[src/tsp_pkg.sv]
// Shared constants and types of the temperature sensor serial port.
// Assumes a 100 MHz system clock; the alert and port modules import it whole.
package tsp_pkg;

   // System clock rate and the idle timeout of the serial bus
   localparam int unsigned TSP_CLK_HZ = 100_000_000;
   localparam int unsigned TSP_TIMEOUT_MS = 25;
   localparam int unsigned TSP_TIMEOUT_CYC = TSP_TIMEOUT_MS * (TSP_CLK_HZ / 1000);

   // Slave address: fixed upper nibble, then a zero bit, the select input and the option bit
   localparam logic [3:0] TSP_ADDR_PREFIX = 4'h9;

   // Register pointer codes (low three pointer bits)
   localparam logic [2:0] TSP_PTR_TEMP = 3'h0;
   localparam logic [2:0] TSP_PTR_CFG = 3'h1;
   localparam logic [2:0] TSP_PTR_HYST = 3'h2;
   localparam logic [2:0] TSP_PTR_LIMIT = 3'h3;
   localparam logic [2:0] TSP_PTR_ONESHOT = 3'h4;

   // Reset values
   localparam logic [7:0] TSP_PTR_RST = 8'h00;
   localparam logic [7:0] TSP_CFG_RST = 8'h00;
   localparam logic [15:0] TSP_HYST_RST = 16'h4B00;
   localparam logic [15:0] TSP_LIMIT_RST = 16'h5000;

   // Configuration fields; reserved bit 6 always stores zero
   localparam int unsigned TSP_CFG_INT_BIT = 1;
   localparam int unsigned TSP_CFG_POL_BIT = 2;
   localparam logic [7:0] TSP_CFG_WMASK = 8'hBF;

   // Write byte positions after the address byte
   localparam logic [1:0] TSP_IDX_PTR = 2'h0;
   localparam logic [1:0] TSP_IDX_D0 = 2'h1;
   localparam logic [1:0] TSP_IDX_D1 = 2'h2;
   localparam logic [1:0] TSP_IDX_MAX = 2'h3;

   // Bit position of the last bit of a byte
   localparam logic [2:0] TSP_BIT_LAST = 3'h7;

   // Serial engine states
   typedef enum logic [3:0] {
      TSP_ST_IDLE = 4'b0000,
      TSP_ST_ADDR = 4'b0001,
      TSP_ST_ADDR_DONE = 4'b0010,
      TSP_ST_ADDR_ACK = 4'b0011,
      TSP_ST_WR = 4'b0100,
      TSP_ST_WR_DONE = 4'b0101,
      TSP_ST_WR_ACK = 4'b0110,
      TSP_ST_RD = 4'b0111,
      TSP_ST_RD_DONE = 4'b1000,
      TSP_ST_RD_MACK = 4'b1001,
      TSP_ST_RD_NEXT = 4'b1010
   } tsp_state_t;

endpackage

[src/tsp_sync.sv]
// Two-flop synchroniser for a group of asynchronous pins.
// Assumes each bit is an independent level; no bus coherence is given.
`timescale 1ns/10ps
module tsp_sync
#(
   parameter int unsigned WIDTH = 3
)
(
   input wire logic clk_sys,
   input wire logic rst,
   input wire logic [WIDTH-1:0] async_in,
   output logic [WIDTH-1:0] sync_out
);

   logic [WIDTH-1:0] meta_reg; // First stage, read only by the second
   logic [WIDTH-1:0] meta_next;
   logic [WIDTH-1:0] sync_reg; // Second stage, safe to use
   logic [WIDTH-1:0] sync_next;

   ////////////////////////////////////////////////////////////////
   // Next values: plain shift through two stages
   always_comb
   begin
      meta_next = async_in;
      sync_next = meta_reg;
   end

   // Idle bus lines rest high, so reset to ones avoids a false edge
   always_ff @(posedge clk_sys)
   begin
      if (rst)
      begin
         meta_reg <= '1;
         sync_reg <= '1;
      end
      else
      begin
         meta_reg <= meta_next;
         sync_reg <= sync_next;
      end
   end

   assign sync_out = sync_reg;

endmodule

[src/tsp_alert.sv]
// Over-temperature alert: compares the temperature with the limits.
// Assumes temperature and limits share the system clock domain.
`timescale 1ns/10ps
module tsp_alert
   import tsp_pkg::*;
(
   input wire logic clk_sys,
   input wire logic rst,
   input wire logic [15:0] temp_value,
   input wire logic [15:0] overtemp_limit,
   input wire logic [15:0] hysteresis_limit,
   input wire logic int_mode,
   input wire logic active_high,
   input wire logic read_clr,
   output logic overtemp_alert_output
);

   logic hot; // Temperature at or above the limit
   logic cool; // Temperature below the hysteresis value
   logic hot_reg; // Previous hot, for the interrupt-mode edge
   logic hot_next;
   logic act_reg; // Alert active, before polarity
   logic act_next;
   logic out_reg; // Pin level after polarity
   logic out_next;

   ////////////////////////////////////////////////////////////////
   // Signed compares; low undefined bits take part as stored
   assign hot = $signed(temp_value) >= $signed(overtemp_limit);
   assign cool = $signed(temp_value) < $signed(hysteresis_limit);

   // Alert state; a new crossing beats a read clear in the same cycle
   always_comb
   begin
      hot_next = hot;
      act_next = act_reg;
      if (int_mode)
      begin
         if (hot && !hot_reg)
            act_next = 1'b1;
         else if (read_clr)
            act_next = 1'b0;
      end
      else if (hot)
         act_next = 1'b1;
      else if (cool)
         act_next = 1'b0;
      out_next = active_high ? act_next : ~act_next;
   end

   // Reset shows the inactive level of the default low-active pin
   always_ff @(posedge clk_sys)
   begin
      if (rst)
      begin
         hot_reg <= 1'b0;
         act_reg <= 1'b0;
         out_reg <= 1'b1;
      end
      else
      begin
         hot_reg <= hot_next;
         act_reg <= act_next;
         out_reg <= out_next;
      end
   end

   assign overtemp_alert_output = out_reg;

endmodule

[src/tsp_port.sv]
// Two-wire serial slave port of the temperature sensor with its
// pointer, configuration and limit registers.
// Assumes the bus master clocks the link; pins arrive asynchronously.
`timescale 1ns/10ps

// Summary of operation
// - Alert when temperature reaches stored limit
// - Limit is 16-bit two's complement value
// - Limit resets to plus 80 degrees
// - Address is 1001 prefix plus select input
// - First option answers 0x49 or 0x4B
// - Second option answers 0x48 or 0x4A
// - Timeout releases data, waits for start
// - Start, then seven address bits and direction
// - Matching address acknowledged by pulling data low
// - Direction bit zero writes, one reads
// - Eight data bits plus receiver acknowledge
// - Data rising with clock high is stop
// - Direction fixed until a new transfer
// - First written byte loads register pointer
// - Next byte writes configuration register
// - Two data bytes write a limit register
// - Configuration read returns single byte
// - Sixteen-bit read returns high byte first
// - Pointer resets to temperature register
// - Low three pointer bits select register
// - Interrupt-mode read clears active alert
module tsp_port
   import tsp_pkg::*;
#(
   parameter logic OPTION_A = 1'b1,
   parameter int unsigned TIMEOUT_CYCLES = TSP_TIMEOUT_CYC
)
(
   input wire logic clk_sys,
   input wire logic rst,
   input wire logic scl_in,
   input wire logic sda_in,
   output logic sda_out,
   output logic sda_oe,
   input wire logic address_select_input,
   input wire logic [15:0] temp_value,
   output logic [7:0] cfg_value,
   output logic overtemp_alert_output
);

   localparam int unsigned TO_W = $clog2(TIMEOUT_CYCLES + 1);

   ////////////////////////////////////////////////////////////////
   // Pin synchronisation and bus events

   logic [2:0] pins_s; // Synchronised scl, sda, select
   logic scl_s; // Clock line, synchronised
   logic sda_s; // Data line, synchronised
   logic sel_s; // Address select, synchronised
   logic scl_p_reg; // Clock one cycle earlier
   logic scl_p_next;
   logic sda_p_reg; // Data one cycle earlier
   logic sda_p_next;
   logic scl_rise; // Clock rising edge seen
   logic scl_fall; // Clock falling edge seen
   logic start_det; // Start condition seen
   logic stop_det; // Stop condition seen
   logic [6:0] dev_addr; // Address this device answers

   tsp_sync #(
      .WIDTH(3)
   ) u_sync (
      .clk_sys(clk_sys),
      .rst(rst),
      .async_in({scl_in, sda_in, address_select_input}),
      .sync_out(pins_s)
   );

   assign scl_s = pins_s[2];
   assign sda_s = pins_s[1];
   assign sel_s = pins_s[0];

   assign scl_rise = scl_s && !scl_p_reg;
   assign scl_fall = !scl_s && scl_p_reg;
   // Data may only move while the clock is low, so an edge with it high is framing
   assign start_det = scl_s && scl_p_reg && sda_p_reg && !sda_s;
   assign stop_det = scl_s && scl_p_reg && !sda_p_reg && sda_s;

   // Option picks the lowest address bit; select drives the middle one
   assign dev_addr = {TSP_ADDR_PREFIX, 1'b0, sel_s, OPTION_A};

   ////////////////////////////////////////////////////////////////
   // Serial engine signals

   tsp_state_t state_reg; // Engine state
   tsp_state_t state_next;
   logic [2:0] cnt_reg; // Bit position within a byte
   logic [2:0] cnt_next;
   logic [7:0] shift_reg; // Received byte
   logic [7:0] shift_next;
   logic [7:0] tx_reg; // Byte being sent, MSB out first
   logic [7:0] tx_next;
   logic oe_reg; // Data line pulled low
   logic oe_next;
   logic rw_reg; // Direction latched from the address byte
   logic rw_next;
   logic [1:0] idx_reg; // Byte count in the transfer
   logic [1:0] idx_next;
   logic [15:0] word_reg; // Snapshot of the register being read
   logic [15:0] word_next;
   logic [TO_W-1:0] to_reg; // Cycles without a clock edge
   logic [TO_W-1:0] to_next;
   logic timeout; // Stall limit reached
   logic commit_stb; // A written byte is complete
   logic read_clr; // A read transfer was accepted
   logic [15:0] rd_mux; // Register chosen by the pointer
   logic [7:0] first_byte; // First byte for a read

   ////////////////////////////////////////////////////////////////
   // Register file signals

   logic [7:0] ptr_reg; // Register pointer
   logic [7:0] ptr_next;
   logic [7:0] cfg_reg; // Configuration
   logic [7:0] cfg_next;
   logic [15:0] hyst_reg; // Hysteresis limit
   logic [15:0] hyst_next;
   logic [15:0] limit_reg; // Over-temperature limit
   logic [15:0] limit_next;
   logic [7:0] stage_reg; // High byte waiting for its low byte
   logic [7:0] stage_next;

   ////////////////////////////////////////////////////////////////
   // Read selection; an 8-bit register repeats in both halves so
   // every byte sent is that register
   always_comb
   begin
      case (ptr_reg[2:0])
         TSP_PTR_TEMP: rd_mux = temp_value;
         TSP_PTR_CFG: rd_mux = {cfg_reg, cfg_reg};
         TSP_PTR_HYST: rd_mux = hyst_reg;
         TSP_PTR_LIMIT: rd_mux = limit_reg;
         default: rd_mux = 16'h0000;
      endcase
   end

   assign first_byte = rd_mux[15:8];

   // Timeout only counts while a transfer stands stalled
   assign timeout = (to_reg == TO_W'(TIMEOUT_CYCLES - 1));

   ////////////////////////////////////////////////////////////////
   // Serial engine next state
   always_comb
   begin
      state_next = state_reg;
      cnt_next = cnt_reg;
      shift_next = shift_reg;
      tx_next = tx_reg;
      oe_next = oe_reg;
      rw_next = rw_reg;
      idx_next = idx_reg;
      word_next = word_reg;
      scl_p_next = scl_s;
      sda_p_next = sda_s;
      commit_stb = 1'b0;
      read_clr = 1'b0;
      // Any clock edge proves the master is alive
      if (state_reg == TSP_ST_IDLE || scl_rise || scl_fall)
         to_next = '0;
      else
         to_next = to_reg + 1'b1;
      if (start_det)
      begin
         // Start or repeated start: new transfer, new direction
         state_next = TSP_ST_ADDR;
         cnt_next = 3'h0;
         oe_next = 1'b0;
      end
      else if (stop_det || timeout)
      begin
         // Release the line and wait for the next start
         state_next = TSP_ST_IDLE;
         oe_next = 1'b0;
      end
      else
      begin
         case (state_reg)
            TSP_ST_IDLE:
            begin
               oe_next = 1'b0;
            end
            TSP_ST_ADDR:
            begin
               // Address and direction shift in MSB first
               if (scl_rise)
               begin
                  shift_next = {shift_reg[6:0], sda_s};
                  if (cnt_reg == TSP_BIT_LAST)
                     state_next = TSP_ST_ADDR_DONE;
                  else
                     cnt_next = cnt_reg + 3'h1;
               end
            end
            TSP_ST_ADDR_DONE:
            begin
               // Acknowledge in the low period before the ninth pulse
               if (scl_fall)
               begin
                  if (shift_reg[7:1] == dev_addr)
                  begin
                     state_next = TSP_ST_ADDR_ACK;
                     oe_next = 1'b1;
                     rw_next = shift_reg[0];
                  end
                  else
                     state_next = TSP_ST_IDLE;
               end
            end
            TSP_ST_ADDR_ACK:
            begin
               if (scl_fall)
               begin
                  cnt_next = 3'h0;
                  idx_next = TSP_IDX_PTR;
                  if (rw_reg)
                  begin
                     // Snapshot keeps both halves of one value coherent
                     state_next = TSP_ST_RD;
                     word_next = rd_mux;
                     tx_next = first_byte;
                     oe_next = ~first_byte[7];
                     read_clr = 1'b1;
                  end
                  else
                  begin
                     state_next = TSP_ST_WR;
                     oe_next = 1'b0;
                  end
               end
            end
            TSP_ST_WR:
            begin
               if (scl_rise)
               begin
                  shift_next = {shift_reg[6:0], sda_s};
                  if (cnt_reg == TSP_BIT_LAST)
                     state_next = TSP_ST_WR_DONE;
                  else
                     cnt_next = cnt_reg + 3'h1;
               end
            end
            TSP_ST_WR_DONE:
            begin
               // Device is the receiver, so it acknowledges each byte
               if (scl_fall)
               begin
                  state_next = TSP_ST_WR_ACK;
                  oe_next = 1'b1;
                  commit_stb = 1'b1;
               end
            end
            TSP_ST_WR_ACK:
            begin
               // Any number of bytes may follow; extras are acknowledged
               if (scl_fall)
               begin
                  state_next = TSP_ST_WR;
                  oe_next = 1'b0;
                  cnt_next = 3'h0;
                  if (idx_reg != TSP_IDX_MAX)
                     idx_next = idx_reg + 2'h1;
               end
            end
            TSP_ST_RD:
            begin
               // Data changes only while the clock is low
               if (scl_rise)
               begin
                  if (cnt_reg == TSP_BIT_LAST)
                     state_next = TSP_ST_RD_DONE;
                  else
                     cnt_next = cnt_reg + 3'h1;
               end
               else if (scl_fall)
               begin
                  tx_next = {tx_reg[6:0], 1'b0};
                  oe_next = ~tx_reg[6];
               end
            end
            TSP_ST_RD_DONE:
            begin
               // Free the line for the master's acknowledge
               if (scl_fall)
               begin
                  state_next = TSP_ST_RD_MACK;
                  oe_next = 1'b0;
               end
            end
            TSP_ST_RD_MACK:
            begin
               // No acknowledge ends the read; the stop follows
               if (scl_rise)
               begin
                  if (!sda_s)
                     state_next = TSP_ST_RD_NEXT;
                  else
                     state_next = TSP_ST_IDLE;
               end
            end
            TSP_ST_RD_NEXT:
            begin
               // Alternate high and low halves of the snapshot
               if (scl_fall)
               begin
                  state_next = TSP_ST_RD;
                  cnt_next = 3'h0;
                  idx_next = {1'b0, ~idx_reg[0]};
                  if (idx_reg[0])
                  begin
                     tx_next = word_reg[15:8];
                     oe_next = ~word_reg[15];
                  end
                  else
                  begin
                     tx_next = word_reg[7:0];
                     oe_next = ~word_reg[7];
                  end
               end
            end
            default:
            begin
               state_next = TSP_ST_IDLE;
               oe_next = 1'b0;
            end
         endcase
      end
   end

   // Serial engine registers
   always_ff @(posedge clk_sys)
   begin
      if (rst)
      begin
         state_reg <= TSP_ST_IDLE;
         cnt_reg <= 3'h0;
         shift_reg <= 8'h00;
         tx_reg <= 8'h00;
         oe_reg <= 1'b0;
         rw_reg <= 1'b0;
         idx_reg <= 2'h0;
         word_reg <= 16'h0000;
         to_reg <= '0;
         scl_p_reg <= 1'b1;
         sda_p_reg <= 1'b1;
      end
      else
      begin
         state_reg <= state_next;
         cnt_reg <= cnt_next;
         shift_reg <= shift_next;
         tx_reg <= tx_next;
         oe_reg <= oe_next;
         rw_reg <= rw_next;
         idx_reg <= idx_next;
         word_reg <= word_next;
         to_reg <= to_next;
         scl_p_reg <= scl_p_next;
         sda_p_reg <= sda_p_next;
      end
   end

   ////////////////////////////////////////////////////////////////
   // Register file next values on each written byte
   always_comb
   begin
      ptr_next = ptr_reg;
      cfg_next = cfg_reg;
      hyst_next = hyst_reg;
      limit_next = limit_reg;
      stage_next = stage_reg;
      if (commit_stb)
      begin
         case (idx_reg)
            TSP_IDX_PTR: ptr_next = shift_reg;
            TSP_IDX_D0:
            begin
               stage_next = shift_reg;
               // One-shot and read-only targets store nothing
               if (ptr_reg[2:0] == TSP_PTR_CFG)
                  cfg_next = shift_reg & TSP_CFG_WMASK;
            end
            TSP_IDX_D1:
            begin
               if (ptr_reg[2:0] == TSP_PTR_HYST)
                  hyst_next = {stage_reg, shift_reg};
               else if (ptr_reg[2:0] == TSP_PTR_LIMIT)
                  limit_next = {stage_reg, shift_reg};
            end
            default:
            begin
               stage_next = stage_reg;
            end
         endcase
      end
   end

   // Register file registers with power-on values
   always_ff @(posedge clk_sys)
   begin
      if (rst)
      begin
         ptr_reg <= TSP_PTR_RST;
         cfg_reg <= TSP_CFG_RST;
         hyst_reg <= TSP_HYST_RST;
         limit_reg <= TSP_LIMIT_RST;
         stage_reg <= 8'h00;
      end
      else
      begin
         ptr_reg <= ptr_next;
         cfg_reg <= cfg_next;
         hyst_reg <= hyst_next;
         limit_reg <= limit_next;
         stage_reg <= stage_next;
      end
   end

   ////////////////////////////////////////////////////////////////
   // Alert output and pins

   tsp_alert u_alert (
      .clk_sys(clk_sys),
      .rst(rst),
      .temp_value(temp_value),
      .overtemp_limit(limit_reg),
      .hysteresis_limit(hyst_reg),
      .int_mode(cfg_reg[TSP_CFG_INT_BIT]),
      .active_high(cfg_reg[TSP_CFG_POL_BIT]),
      .read_clr(read_clr),
      .overtemp_alert_output(overtemp_alert_output)
   );

   // Open drain: the line is only ever pulled low
   assign sda_out = 1'b0;
   assign sda_oe = oe_reg;
   assign cfg_value = cfg_reg;

endmodule

[config.mk]
export PLATFORM = sky130hd
export DESIGN_NAME = tsp_port
export DESIGN_NICKNAME = d
export VERILOG_FILES = /design/src/tsp_pkg.sv /design/src/tsp_sync.sv /design/src/tsp_alert.sv /design/src/tsp_port.sv
export SDC_FILE = /design/constraint.sdc
export NUM_CORES = 1
export LEC_CHECK = 0
export BUFFER_PORTS_ARGS = -buffer_cell sky130_fd_sc_hd__buf_2
export CAP_MARGIN = 20
export CORE_ASPECT_RATIO = 0.9
export CORE_MARGIN = 2
export CORE_UTILIZATION = 45
export DETAILED_ROUTE_END_ITERATION = 8
export SYNTH_ARGS = -nofsm -noshare
export SYNTH_HDL_FRONTEND = slang
export SYNTH_SLANG_ARGS = --single-unit
[constraint.sdc]
create_clock -name clk_sys -period 4.6 [get_ports clk_sys]
set_input_delay 0 -clock clk_sys [delete_from_list [all_inputs] [get_ports clk_sys]]
set_output_delay 0 -clock clk_sys [all_outputs]
set_load 0.01 [all_outputs]
### Word level (Yosys, flattened, before mapping)

Index checks and enable logic that the tools add are counted.

| word-level totals | value |
|---|---|
| bits in registers | 125 |
| word-level logic and storage cells | 199 |
| bits of input ports | 21 |
| output and inout bits | 11 |

| cells by class | value |
|---|---|
| mux-type cells | 62 |
| reduce and logical (&&, ||, !) cells | 44 |
| equal/unequal tests | 55 |
| add/subtract/negate cells | 3 |
| $lt $le $gt $ge | 2 |
| bitwise operators | 11 |

Operator list:

| kind | number |
|---|---|
| $pmux W16 S4 | 1 |
| $mux W4 | 14 |
| $ne A4 B4 Y1 const B | 13 |
| $pmux W4 S11 | 1 |
| $mux W7 | 6 |
| $ne A2 B2 Y1 const B | 20 |
| $reduce_and A14 Y1 | 2 |
| $mux W1 | 27 |
| $add A22 B1 Y22 const B | 1 |
| $eq A22 B22 Y1 const B | 1 |
| $pmux W7 S3 | 1 |
| $eq A4 B3 Y1 const B | 4 |
| $ge A16 B16 Y1 | 1 |
| $lt A16 B16 Y1 | 1 |
| $reduce_and A5 Y1 | 3 |
| $eq A4 B4 Y1 const B | 3 |
| $mux W2 | 6 |
| $reduce_or A3 Y1 | 4 |
| $not A1 Y1 | 11 |
| $mux W3 | 3 |
| $reduce_and A9 Y1 | 1 |
| $eq A4 B2 Y1 const B | 2 |
| $logic_and A1 B1 Y1 | 8 |
| $reduce_and A4 Y1 | 2 |
| other kinds (26) | 41 |

### Longest topological paths before layout

Gate-level depths: netlist (run 1).

| logic depth | value |
|---|---|
| word-level depth | 11 |
| mapped depth | 10 |
| mapped depth without buffers | 9 |

### By module

Synthesis (run 1) repeated with hierarchy kept, for this count alone.

| unflattened totals | value |
|---|---|
| cell total of the unflattened synthesis | 778 |
| area total of the unflattened synthesis | 7208.2 um^2 |

By module, submodules not included:

| module | sequential area each (um^2) | cells each | instances | area each (um^2) |
|---|---|---|---|---|
| tsp_port | 2322.2 | 642 | 1 | 6100.9 |
| tsp_alert | 60.1 | 124 | 1 | 949.7 |
| tsp_sync | 120.1 | 12 | 1 | 157.7 |

### Worst setup path before layout (run 1)

Ideal clock, no wire load.

| path | value |
|---|---|
| kind | register to register |
| start | register to_reg[0] |
| end | register shift_reg[0] |
| path buffers | 1 |
| required time | 4.472 ns |
| slack | 2.414 ns |
| library setup time | 0.128 ns |
| period minus slack after synthesis | 2.186 ns |
| arrival | 2.058 ns |
| stages on the path, launching flop included | 10 |
| cells stage by stage | dfxtp_1 ha_1 nand4_1 nor3_2 and2_2 or2_4 or4_1 buf_4 mux2i_1 nor2_1 |

| on the way | value |
|---|---|
| cells in the longest elaborated chain, start to end | 4 |

Ends and longest elaborated chain:

| item | RTL line | source |
|---|---|---|
| start: declaration | tsp_port.sv:107 | `logic [TO_W-1:0] to_reg;` |
| start signal: assignment | tsp_port.sv:363 | `to_reg <= to_next;` |
| $eq A22 B22 Y1 | tsp_port.sv:146 | `assign timeout = (to_reg == TO_W'(TIMEOUT_CYCLES - 1));` |
| $logic_or A1 B1 Y1 | tsp_port.sv:176 | `else if (stop_det \|\| timeout)` |
| $not A1 Y1 (no line) | n/a |  |
| $reduce_and A4 Y1 (no line) | n/a |  |
| end signal: assignment | tsp_port.sv:357 | `shift_reg <= shift_next;` |
| end: declaration | tsp_port.sv:95 | `logic [7:0] shift_reg;` |

Every way passes these cells.
A chain may end at the register's enable or synchronous reset.

### Final worst setup path (run 1)

| path | value |
|---|---|
| start | register state_reg[0] |
| end | register u_alert.out_reg, in the netlist u_alert.overtemp_alert_output |

| on the way | value |
|---|---|
| cells in the longest elaborated chain, start to end | 9 |

Ends and longest elaborated chain:

| item | RTL line | source |
|---|---|---|
| start: declaration | tsp_port.sv:91 | `tsp_state_t state_reg;` |
| start signal: assignment | tsp_port.sv:355 | `state_reg <= state_next;` |
| $eq A4 B2 Y1 * | tsp_port.sv:184 | `case (state_reg)` |
| $mux W1 * | tsp_port.sv:184 |  |
| $mux W1 * | tsp_port.sv:176 |  |
| $mux W1 * | tsp_port.sv:169 | `if (start_det)` |
| $mux W1 * | tsp_alert.sv:41 | `else if (read_clr)` |
| $mux W1 * | tsp_alert.sv:39 | `if (hot && !hot_reg)` |
| $mux W1 * | tsp_alert.sv:37 | `if (int_mode)` |
| $not A1 Y1 | tsp_alert.sv:48 | `out_next = active_high ? act_next : ~act_next;` |
| $mux W1 * | tsp_alert.sv:48 |  |
| end signal: assignment | tsp_alert.sv:64 | `out_reg <= out_next;` |
| end: declaration | tsp_alert.sv:24 | `logic out_reg;` |

Mark *: on every way between the ends. The rest lies on a longest branch, timed or not.

==> run summary, run 1 <==
### Timing
* 0 ps — Final TNS setup
* 3120 ps — Min Clock Period, post-route
* 0.338 — Worst slew margin
* 0.677 — period utilization
* no — unrepaired setup endpoints after global routing
* 0 — Final Hold Violating Endpoints
* 0 — final count of pins violating max slew
* 0 — final setup fails
* 0.321 GHz — Max Fclk
* 13.5 ps — clock tree skew after final layout
* 990 ps — transition time at the pin with the least slew margin

### Yosys
* 766 — Cells after Synth
* 0.372 — post-synth top area share
* 0 — number of flops mapped to enable cells by yosys
* 6720 µm² — post-synthesis cell area
* sky130_fd_sc_hd__dfxtp_1 — main flop type after synthesis
* 0 — share of synthesized registers carrying an async set or reset
* 8.77 µm² — mean instance size in the synthesized netlist
* sky130_fd_sc_hd__dfxtp_1 37%, sky130_fd_sc_hd__mux2i_1 9.1%, sky130_fd_sc_hd__ha_1 7.1% — most area-consuming cells after synthesis
* 72 — number of distinct library cell variants in the gate-level netlist after synthesis
* 0.372 — post-synthesis sequential area ratio
* 125 — Yosys reg bits
* 0 — warning count from the yosys run
* sky130_fd_sc_hd__dfxtp_1 — biggest area consumer among synthesized cells

### Finish
* sky130_fd_sc_hd__dfxtp_1 — most frequent standard cell in the layout excluding fill and tap cells
* 125 x sky130_fd_sc_hd__dfxtp_1, 123 x sky130_fd_sc_hd__nor2_1, 61 x sky130_fd_sc_hd__mux2i_1 — top library cells by usage in the layout, fill and taps aside
* 7520 µm² — area of all placed cells without fillers
* 0 — antenna diode instance count
* 987 — Layout Cells excl Fill
* 22 — Largest register FFs
* 0.129 — share of post-route cells with drive strength above 1
* 11.8% — Layout Area Growth over Synthesis
* 0.513 — final design utilization
* 835 — Nets

### Placed design
* 6890 µm² — placed standard-cell area
* 0.848 — Final GP Congestion
* 11,500 µm — HPWL after detailed placement
* 951 — number of placed instances with taps included
* 29 — port bufs

### Global route
* 26,200 µm — first-pass GRT wire length
* 0.210 — Tot GR Track Use
* 4,985 — vias in the first global route
* 0 — antenna violations before repair
* 0 — total congestion overflow after global routing
* 57 — maximum number of pins on one net before global-route repair

### Die
* 133 µm — width of the die
* 15,900 µm² — die area
* 120 µm — height of the die
* 32 — top-level I/O count
* 14,700 µm² — area of the core region
* 0.458 — initial core utilization
* 42 — number of core rows

### Pwr
* 254 µV — highest ir drop seen on vdd
* 0.00280 µW — leakage power
* 337 nW/µm² — pwr dens

### Setup path
* state_reg[0] — Reg-to-Reg Start
* 7 — logic depth of the worst register-to-register path
* 3430 ps — data arrival time at the worst-slack endpoint
* sky130_fd_sc_hd__dfxtp_1 — critical path's slowest cell
* flip-flop — capturing element type of the critical path
* 4910 ps — required time of the worst setup path
* flip-flop to flip-flop — type of the worst setup path
* flip-flop — type of element launching the critical path
* 800 ps — Crit path largest cell delay
* u_alert.overtemp_alert_output — reg2reg end
* compound AO/OA/AOI/OAI gates — category of cells accounting for the largest share of critical-path delay
* 1 — count of buffer and inverter cells on the critical path
* 1480 ps — Reg2Reg Setup Slack
* sky130_fd_sc_hd__nor3_1 — Most common cell on crit path
* 22 — Max FO, Critical Path
* nand2b_1 > nor3_1 > inv_1 > o41ai_1 > a211o_1 > mux2i_1 > nor3_1 — crit path cell chain

### Hold path
* word_reg[13] — hold path endpoint
* input pin to flip-flop — type of the most critical hold path
* rst — Min-Delay Startpoint
* 2 — cell count of the worst hold path

### Clock tree
* 60 ps — clock input transition at the sequential cells of the worst setup and hold paths
* 17 — TritonCTS Buffers
* 2 — number of buffers on the longest clock path
* sky130_fd_sc_hd__clkbuf_16 — root buffer cell
* 4 — number of H-tree branching levels
* 430 ps — Worst-Skew Late Latency
* 125 — clock sink count
* 0 — Post-CTS Repair Setup Buffers
* done — CTS tree
* 0 — CTS-repair resized insts

### Route
* 16.4 µm — average wire per cell in the routed design
* 16,200 µm — total length of routed wires
* met4 — highest metal layer used by the detailed router
* 0 — number of DRC violations after detailed routing
* 665 µm — met3 layer wire length in the routed design
* 5,344 — total via count after detailed routing
* 0 — Routed Antenna Nets
* 5.41 — vias per cell
* 7110 µm — routed length on met2
* 4 — first drt pass iteration count
* 370 — detailed router's first-iteration violation count
* 8160 µm — routed metal-1 wirelength

### Run
* 0 — reported max-cap violation count

### Status
* completed — status

## worst max-delay path by stage
| stage | cells after the start | startpoint | slack, ps | endpoint |
|---|---|---|---|---|
| 6_report | 7 | state_reg[0] | 1480 | u_alert.overtemp_alert_output |
| 3_5_place_dp | 7 | state_reg[0] | 1560 | u_alert.overtemp_alert_output |
| 5_1_grt | 7 | state_reg[0] | 1270 | u_alert.overtemp_alert_output |
| 2_1_floorplan | 9 | to_reg[0] | 2410 | shift_reg[0] |
| 3_3_place_gp | 8 | to_reg[0] | 1590 | hyst_reg[13] |
| 4_1_cts | 7 | state_reg[0] | 1510 | u_alert.overtemp_alert_output |
## metrics by stage
stage	setup WS (ps)	power [µW]	hold slack (ps)
after floorplan	2410	1200	104
after global placement	1590	1230	188
after detailed placement	1560	1230	184
after CTS	1510	2560	39.7
after global routing	1270	2620	76.4
final	1480	2540	43.6
## worst reg2reg max path, delay by kind of cell, from the launching register on
| kind | cells | cell delay (ps) |
|---|---|---|
| compound gates | 2 | 1020 |
| simple gates | 3 | 960 |
| flops | 1 | 800 |
| buf+inv | 1 | 150 |
| mux | 1 | 80 |
## kinds of logic after synthesis
family,synth area share
compound gates,0.114
xor+xnor,0.0261
fa+ha+maj,0.0707
buf+inv,0.0622
flops,0.372
mux,0.139
other cells,0.000558
simple gates,0.214
## synth_stat cells, types with 4 or more instances
| cell type | instances |
|---|---|
| sky130_fd_sc_hd__nor3_1 | 20 |
| sky130_fd_sc_hd__o221ai_1 | 6 |
| sky130_fd_sc_hd__clkbuf_1 | 20 |
| sky130_fd_sc_hd__inv_1 | 39 |
| sky130_fd_sc_hd__a21oi_1 | 59 |
| sky130_fd_sc_hd__nand2b_1 | 16 |
| sky130_fd_sc_hd__mux4_2 | 14 |
| sky130_fd_sc_hd__nor2_1 | 123 |
| sky130_fd_sc_hd__xnor2_1 | 8 |
| sky130_fd_sc_hd__nand4_1 | 9 |
| sky130_fd_sc_hd__or2_2 | 8 |
| sky130_fd_sc_hd__buf_4 | 8 |
| sky130_fd_sc_hd__o21ai_0 | 14 |
| sky130_fd_sc_hd__a21o_1 | 4 |
| sky130_fd_sc_hd__nand3_1 | 18 |
| sky130_fd_sc_hd__ha_1 | 38 |
| sky130_fd_sc_hd__a22oi_1 | 4 |
| sky130_fd_sc_hd__nor3b_1 | 7 |
| sky130_fd_sc_hd__buf_2 | 10 |
| sky130_fd_sc_hd__nor2b_1 | 10 |
| sky130_fd_sc_hd__dfxtp_1 | 125 |
| sky130_fd_sc_hd__xor2_1 | 12 |
| sky130_fd_sc_hd__mux2i_1 | 61 |
| sky130_fd_sc_hd__nand2_1 | 54 |
| sky130_fd_sc_hd__a31oi_1 | 6 |
| sky130_fd_sc_hd__or3_1 | 4 |
## layout make-up
type | count | area (µm²)
repair buffers | 37 | 223
fillers | 1371 | 7140
well taps | 198 | 248
multi-input cells | 556 | 3810
clock inverters | 13 | 140
clock buffers | 19 | 443
flip-flops and latches | 125 | 2500
inverters | 39 | 146
## metal layers
layer,GRT usage,vias up
met3,0.0448,19
met1,0.303,2528
met5,0,-
met2,0.307,106
li1,-,2691
met4,0.0793,0
## power breakdown
| part | switching (µW) | leakage [µW] | internal, µW |
|---|---|---|---|
| Combinational | 69.4 | 0.00150 | 49.2 |
| Clock | 509 | 0.000287 | 812 |
| Sequential | 7.31 | 0.00101 | 1090 |
## timing repair
| item | 4_1_cts | 5_1_grt |
|---|---|---|
| hold buffers | 3 | 0 |
| endpoints found under the setup margin | 0 | 0 |
| hold endpoints to repair | 3 | 0 |
(Power assumes the default switching activity.)
==> run 2: changes to the inputs <==
==> constraint.sdc (replaced) <==
create_clock -name clk_sys -period 2.5 [get_ports clk_sys]
set_input_delay 0 -clock clk_sys [delete_from_list [all_inputs] [get_ports clk_sys]]
set_output_delay 0 -clock clk_sys [all_outputs]
set_load 0.01 [all_outputs]
==> run 2 against run 1 <==
Clock power is 120% higher. First-iteration DRC count is 11% higher. Global-route usage is 1.1 points higher. Flip-flop and latch count stayed put. Sequential power is 84% higher. Register-to-register slack worse by 1300 ps. Die area stayed put. Setup slack worse by 1300 ps. Via count is 4.0% higher. Utilization is 1.8 points higher. Final area is 3.5% higher. Wire length is 4.7% higher.
==> run summary, run 2 (synthesis gave the netlist of run 1 again) <==
### Status
* completed — status

### Setup path
* 2710 ps — data arrival time at the worst-slack endpoint, -720 ps
* flip-flop — type of element launching the critical path
* 2860 ps — required time of the worst setup path, -2050 ps
* flip-flop to flip-flop — type of the worst setup path
* 3 — Max FO, Critical Path, -86%
* 9 — logic depth of the worst register-to-register path, +2
* flip-flop — capturing element type of the critical path

### Pwr
* 586 µV — highest ir drop seen on vdd, +130%
* 0.396 — Sequential Power Share, -0.036
* 0.00294 µW — leakage power, +5.0%
* 655 nW/µm² — pwr dens, +94%
* 0.214 — switching share of power, -0.0166
* 1090 µW — Switch Pwr, +86%
* 4000 µW — internal power, +110%
* 0.559 — Clock Power Share, +0.038
* 0.045 — share of power burned in combinational logic, -0.002

### Finish
* 2500 µm² — FF+latch area, unchanged
* 0.152 — share of post-route cells with drive strength above 1, +0.0228
* 1,321 — fill cell instance count of the final layout, -3.6%
* 0.531 — final design utilization, +0.0179
* 3820 µm² — area used by multi-input combinational logic, +0.20%
* sky130_fd_sc_hd__dfxtp_1 — most frequent standard cell in the layout excluding fill and tap cells
* 22 — Largest register FFs, unchanged
* 15.7% — Layout Area Growth over Synthesis
* 855 — Nets, +2.4%
* 125 x sky130_fd_sc_hd__dfxtp_1, 123 x sky130_fd_sc_hd__nor2_1, 61 x sky130_fd_sc_hd__mux2i_1 — top library cells by usage in the layout, fill and taps aside

### Clock tree
* done — CTS tree
* 4 — number of H-tree branching levels, unchanged
* sky130_fd_sc_hd__clkbuf_16 — root buffer cell
* 2 — number of buffers on the longest clock path, unchanged
* 17 — TritonCTS Buffers, unchanged
* 125 — clock sink count, unchanged
* 60 ps — clock input transition at the sequential cells of the worst setup and hold paths, about the same
* 420 ps — Worst-Skew Late Latency, about the same
* 0 — Post-CTS Repair Setup Buffers, unchanged

### Timing
* no — unrepaired setup endpoints after global routing
* 0.939 — period utilization, +0.262
* 230 ps — hold slack, +186 ps
* 0.426 GHz — Max Fclk, +33%
* 0 ps — Final TNS setup, unchanged
* 0 — final count of pins violating max slew, unchanged
* 0 — final setup fails, unchanged
* 0.553 — Worst slew margin, +0.214
* 664 ps — transition time at the pin with the least slew margin, -326 ps
* 7.80 ps — clock tree skew after final layout, -5.70 ps
* 2350 ps — Min Clock Period, post-route, -767 ps
* 0 — Final Hold Violating Endpoints, unchanged

### Route
* 5,558 — total via count after detailed routing, +4.0%
* 5.51 — vias per cell, +1.8%
* 0 — number of DRC violations after detailed routing, unchanged
* 16.8 µm — average wire per cell in the routed design, +2.5%
* 0 — Routed Antenna Nets, unchanged
* 410 — detailed router's first-iteration violation count, +11%
* 7 — first drt pass iteration count, +3
* 17,000 µm — total length of routed wires, +4.7%

### Die
* 15,900 µm² — die area, unchanged
* 32 — top-level I/O count, unchanged
* 133 µm — width of the die, unchanged
* 0.458 — initial core utilization, unchanged
* 120 µm — height of the die, unchanged
* 14,700 µm² — area of the core region, unchanged
* 42 — number of core rows, unchanged

### Global route
* 40 — maximum number of pins on one net before global-route repair, -30%
* 0.221 — Tot GR Track Use, +0.0109
* 1 — antenna violations before repair, +1
* 0 — total congestion overflow after global routing, unchanged
* 27,500 µm — first-pass GRT wire length, +5.1%
* 5,155 — vias in the first global route, +3.4%

### Hold path
* 5 — cell count of the worst hold path, +3
* input pin to flip-flop — type of the most critical hold path

### Placed design
* 11,800 µm — HPWL after detailed placement, +2.8%
* 0.907 — Final GP Congestion, +6.9%
* 29 — port bufs, unchanged

### Run
* 0 — reported max-cap violation count, unchanged

[run 2: stage by stage]
| stage | area (µm²) | power [µW] | worst slack [ps] | cells |
|---|---|---|---|---|
| 2_1_floorplan | 6730 | 2200 | 314 | 767 |
| 3_3_place_gp | 7050 | 2270 | 160 | 971 |
| 3_5_place_dp | 7050 | 2280 | 52.4 | 971 |
| 4_1_cts | 7770 | 5130 | 27.1 | 1007 |
| 5_1_grt | 7780 | 5250 | 25.7 | 1007 |
| 6_report | 7780 | 5100 | 152 | 1008 |
[run 2: routing by layer]
layer  global-route usage  wire length, µm  vias up
li1                     -                -     2737
met4               0.0551              155        0
met5                    0                0        -
met1                0.313             8450     2688
met2                0.334             7560      120
met3               0.0600              782       13
[run 2: path summary, 6_finish.rpt]
path | slack (ps) | start | endpoint
worst max register to register | 150 | hyst_reg[15] | u_alert.act_reg
worst max-delay path | 150 | hyst_reg[15] | u_alert.act_reg
worst min register to register | 410 | u_sync.meta_reg[2] | u_sync.sync_out[2]
worst min-delay path | 230 | temp_value[15] | u_alert.hot_reg
[run 2: layout make-up]
cell class              count  share of cell area
well taps                 198              0.0318
inverters                  39              0.0188
repair buffers             57              0.0489
diodes                      1            0.000322
flip-flops and latches    125               0.322
clock buffers              19              0.0569
multi-input cells         556               0.491
clock inverters            13              0.0302
[run 2: what timing repair did]
item	in CTS	in global routing
hold endpoints to repair	20	0
setup endpoints to repair	0	26
resized for setup	0	4
hold buffers	4	0
[run 2: worst max-delay path, cell delays in order, from the launching register on]
cell                        delay (ps)
sky130_fd_sc_hd__dfxtp_1           370
sky130_fd_sc_hd__inv_1              60
sky130_fd_sc_hd__ha_1              330
sky130_fd_sc_hd__nand4_1           200
sky130_fd_sc_hd__nor2_1             90
sky130_fd_sc_hd__nor4b_1           140
sky130_fd_sc_hd__a2111oi_1         410
sky130_fd_sc_hd__mux2i_1           320
sky130_fd_sc_hd__a21bo_2           250
sky130_fd_sc_hd__a21oi_1           100
[run 2: power by group through the flow]
stage / logic (µW) / registers [µW] / clock network [µW]
floorplan: 145 / 2050 / 0
global placement: 216 / 2060 / 0
detailed placement: 220 / 2060 / 0
CTS: 228 / 2020 / 2890
global route: 254 / 2020 / 2980
finish: 231 / 2020 / 2850
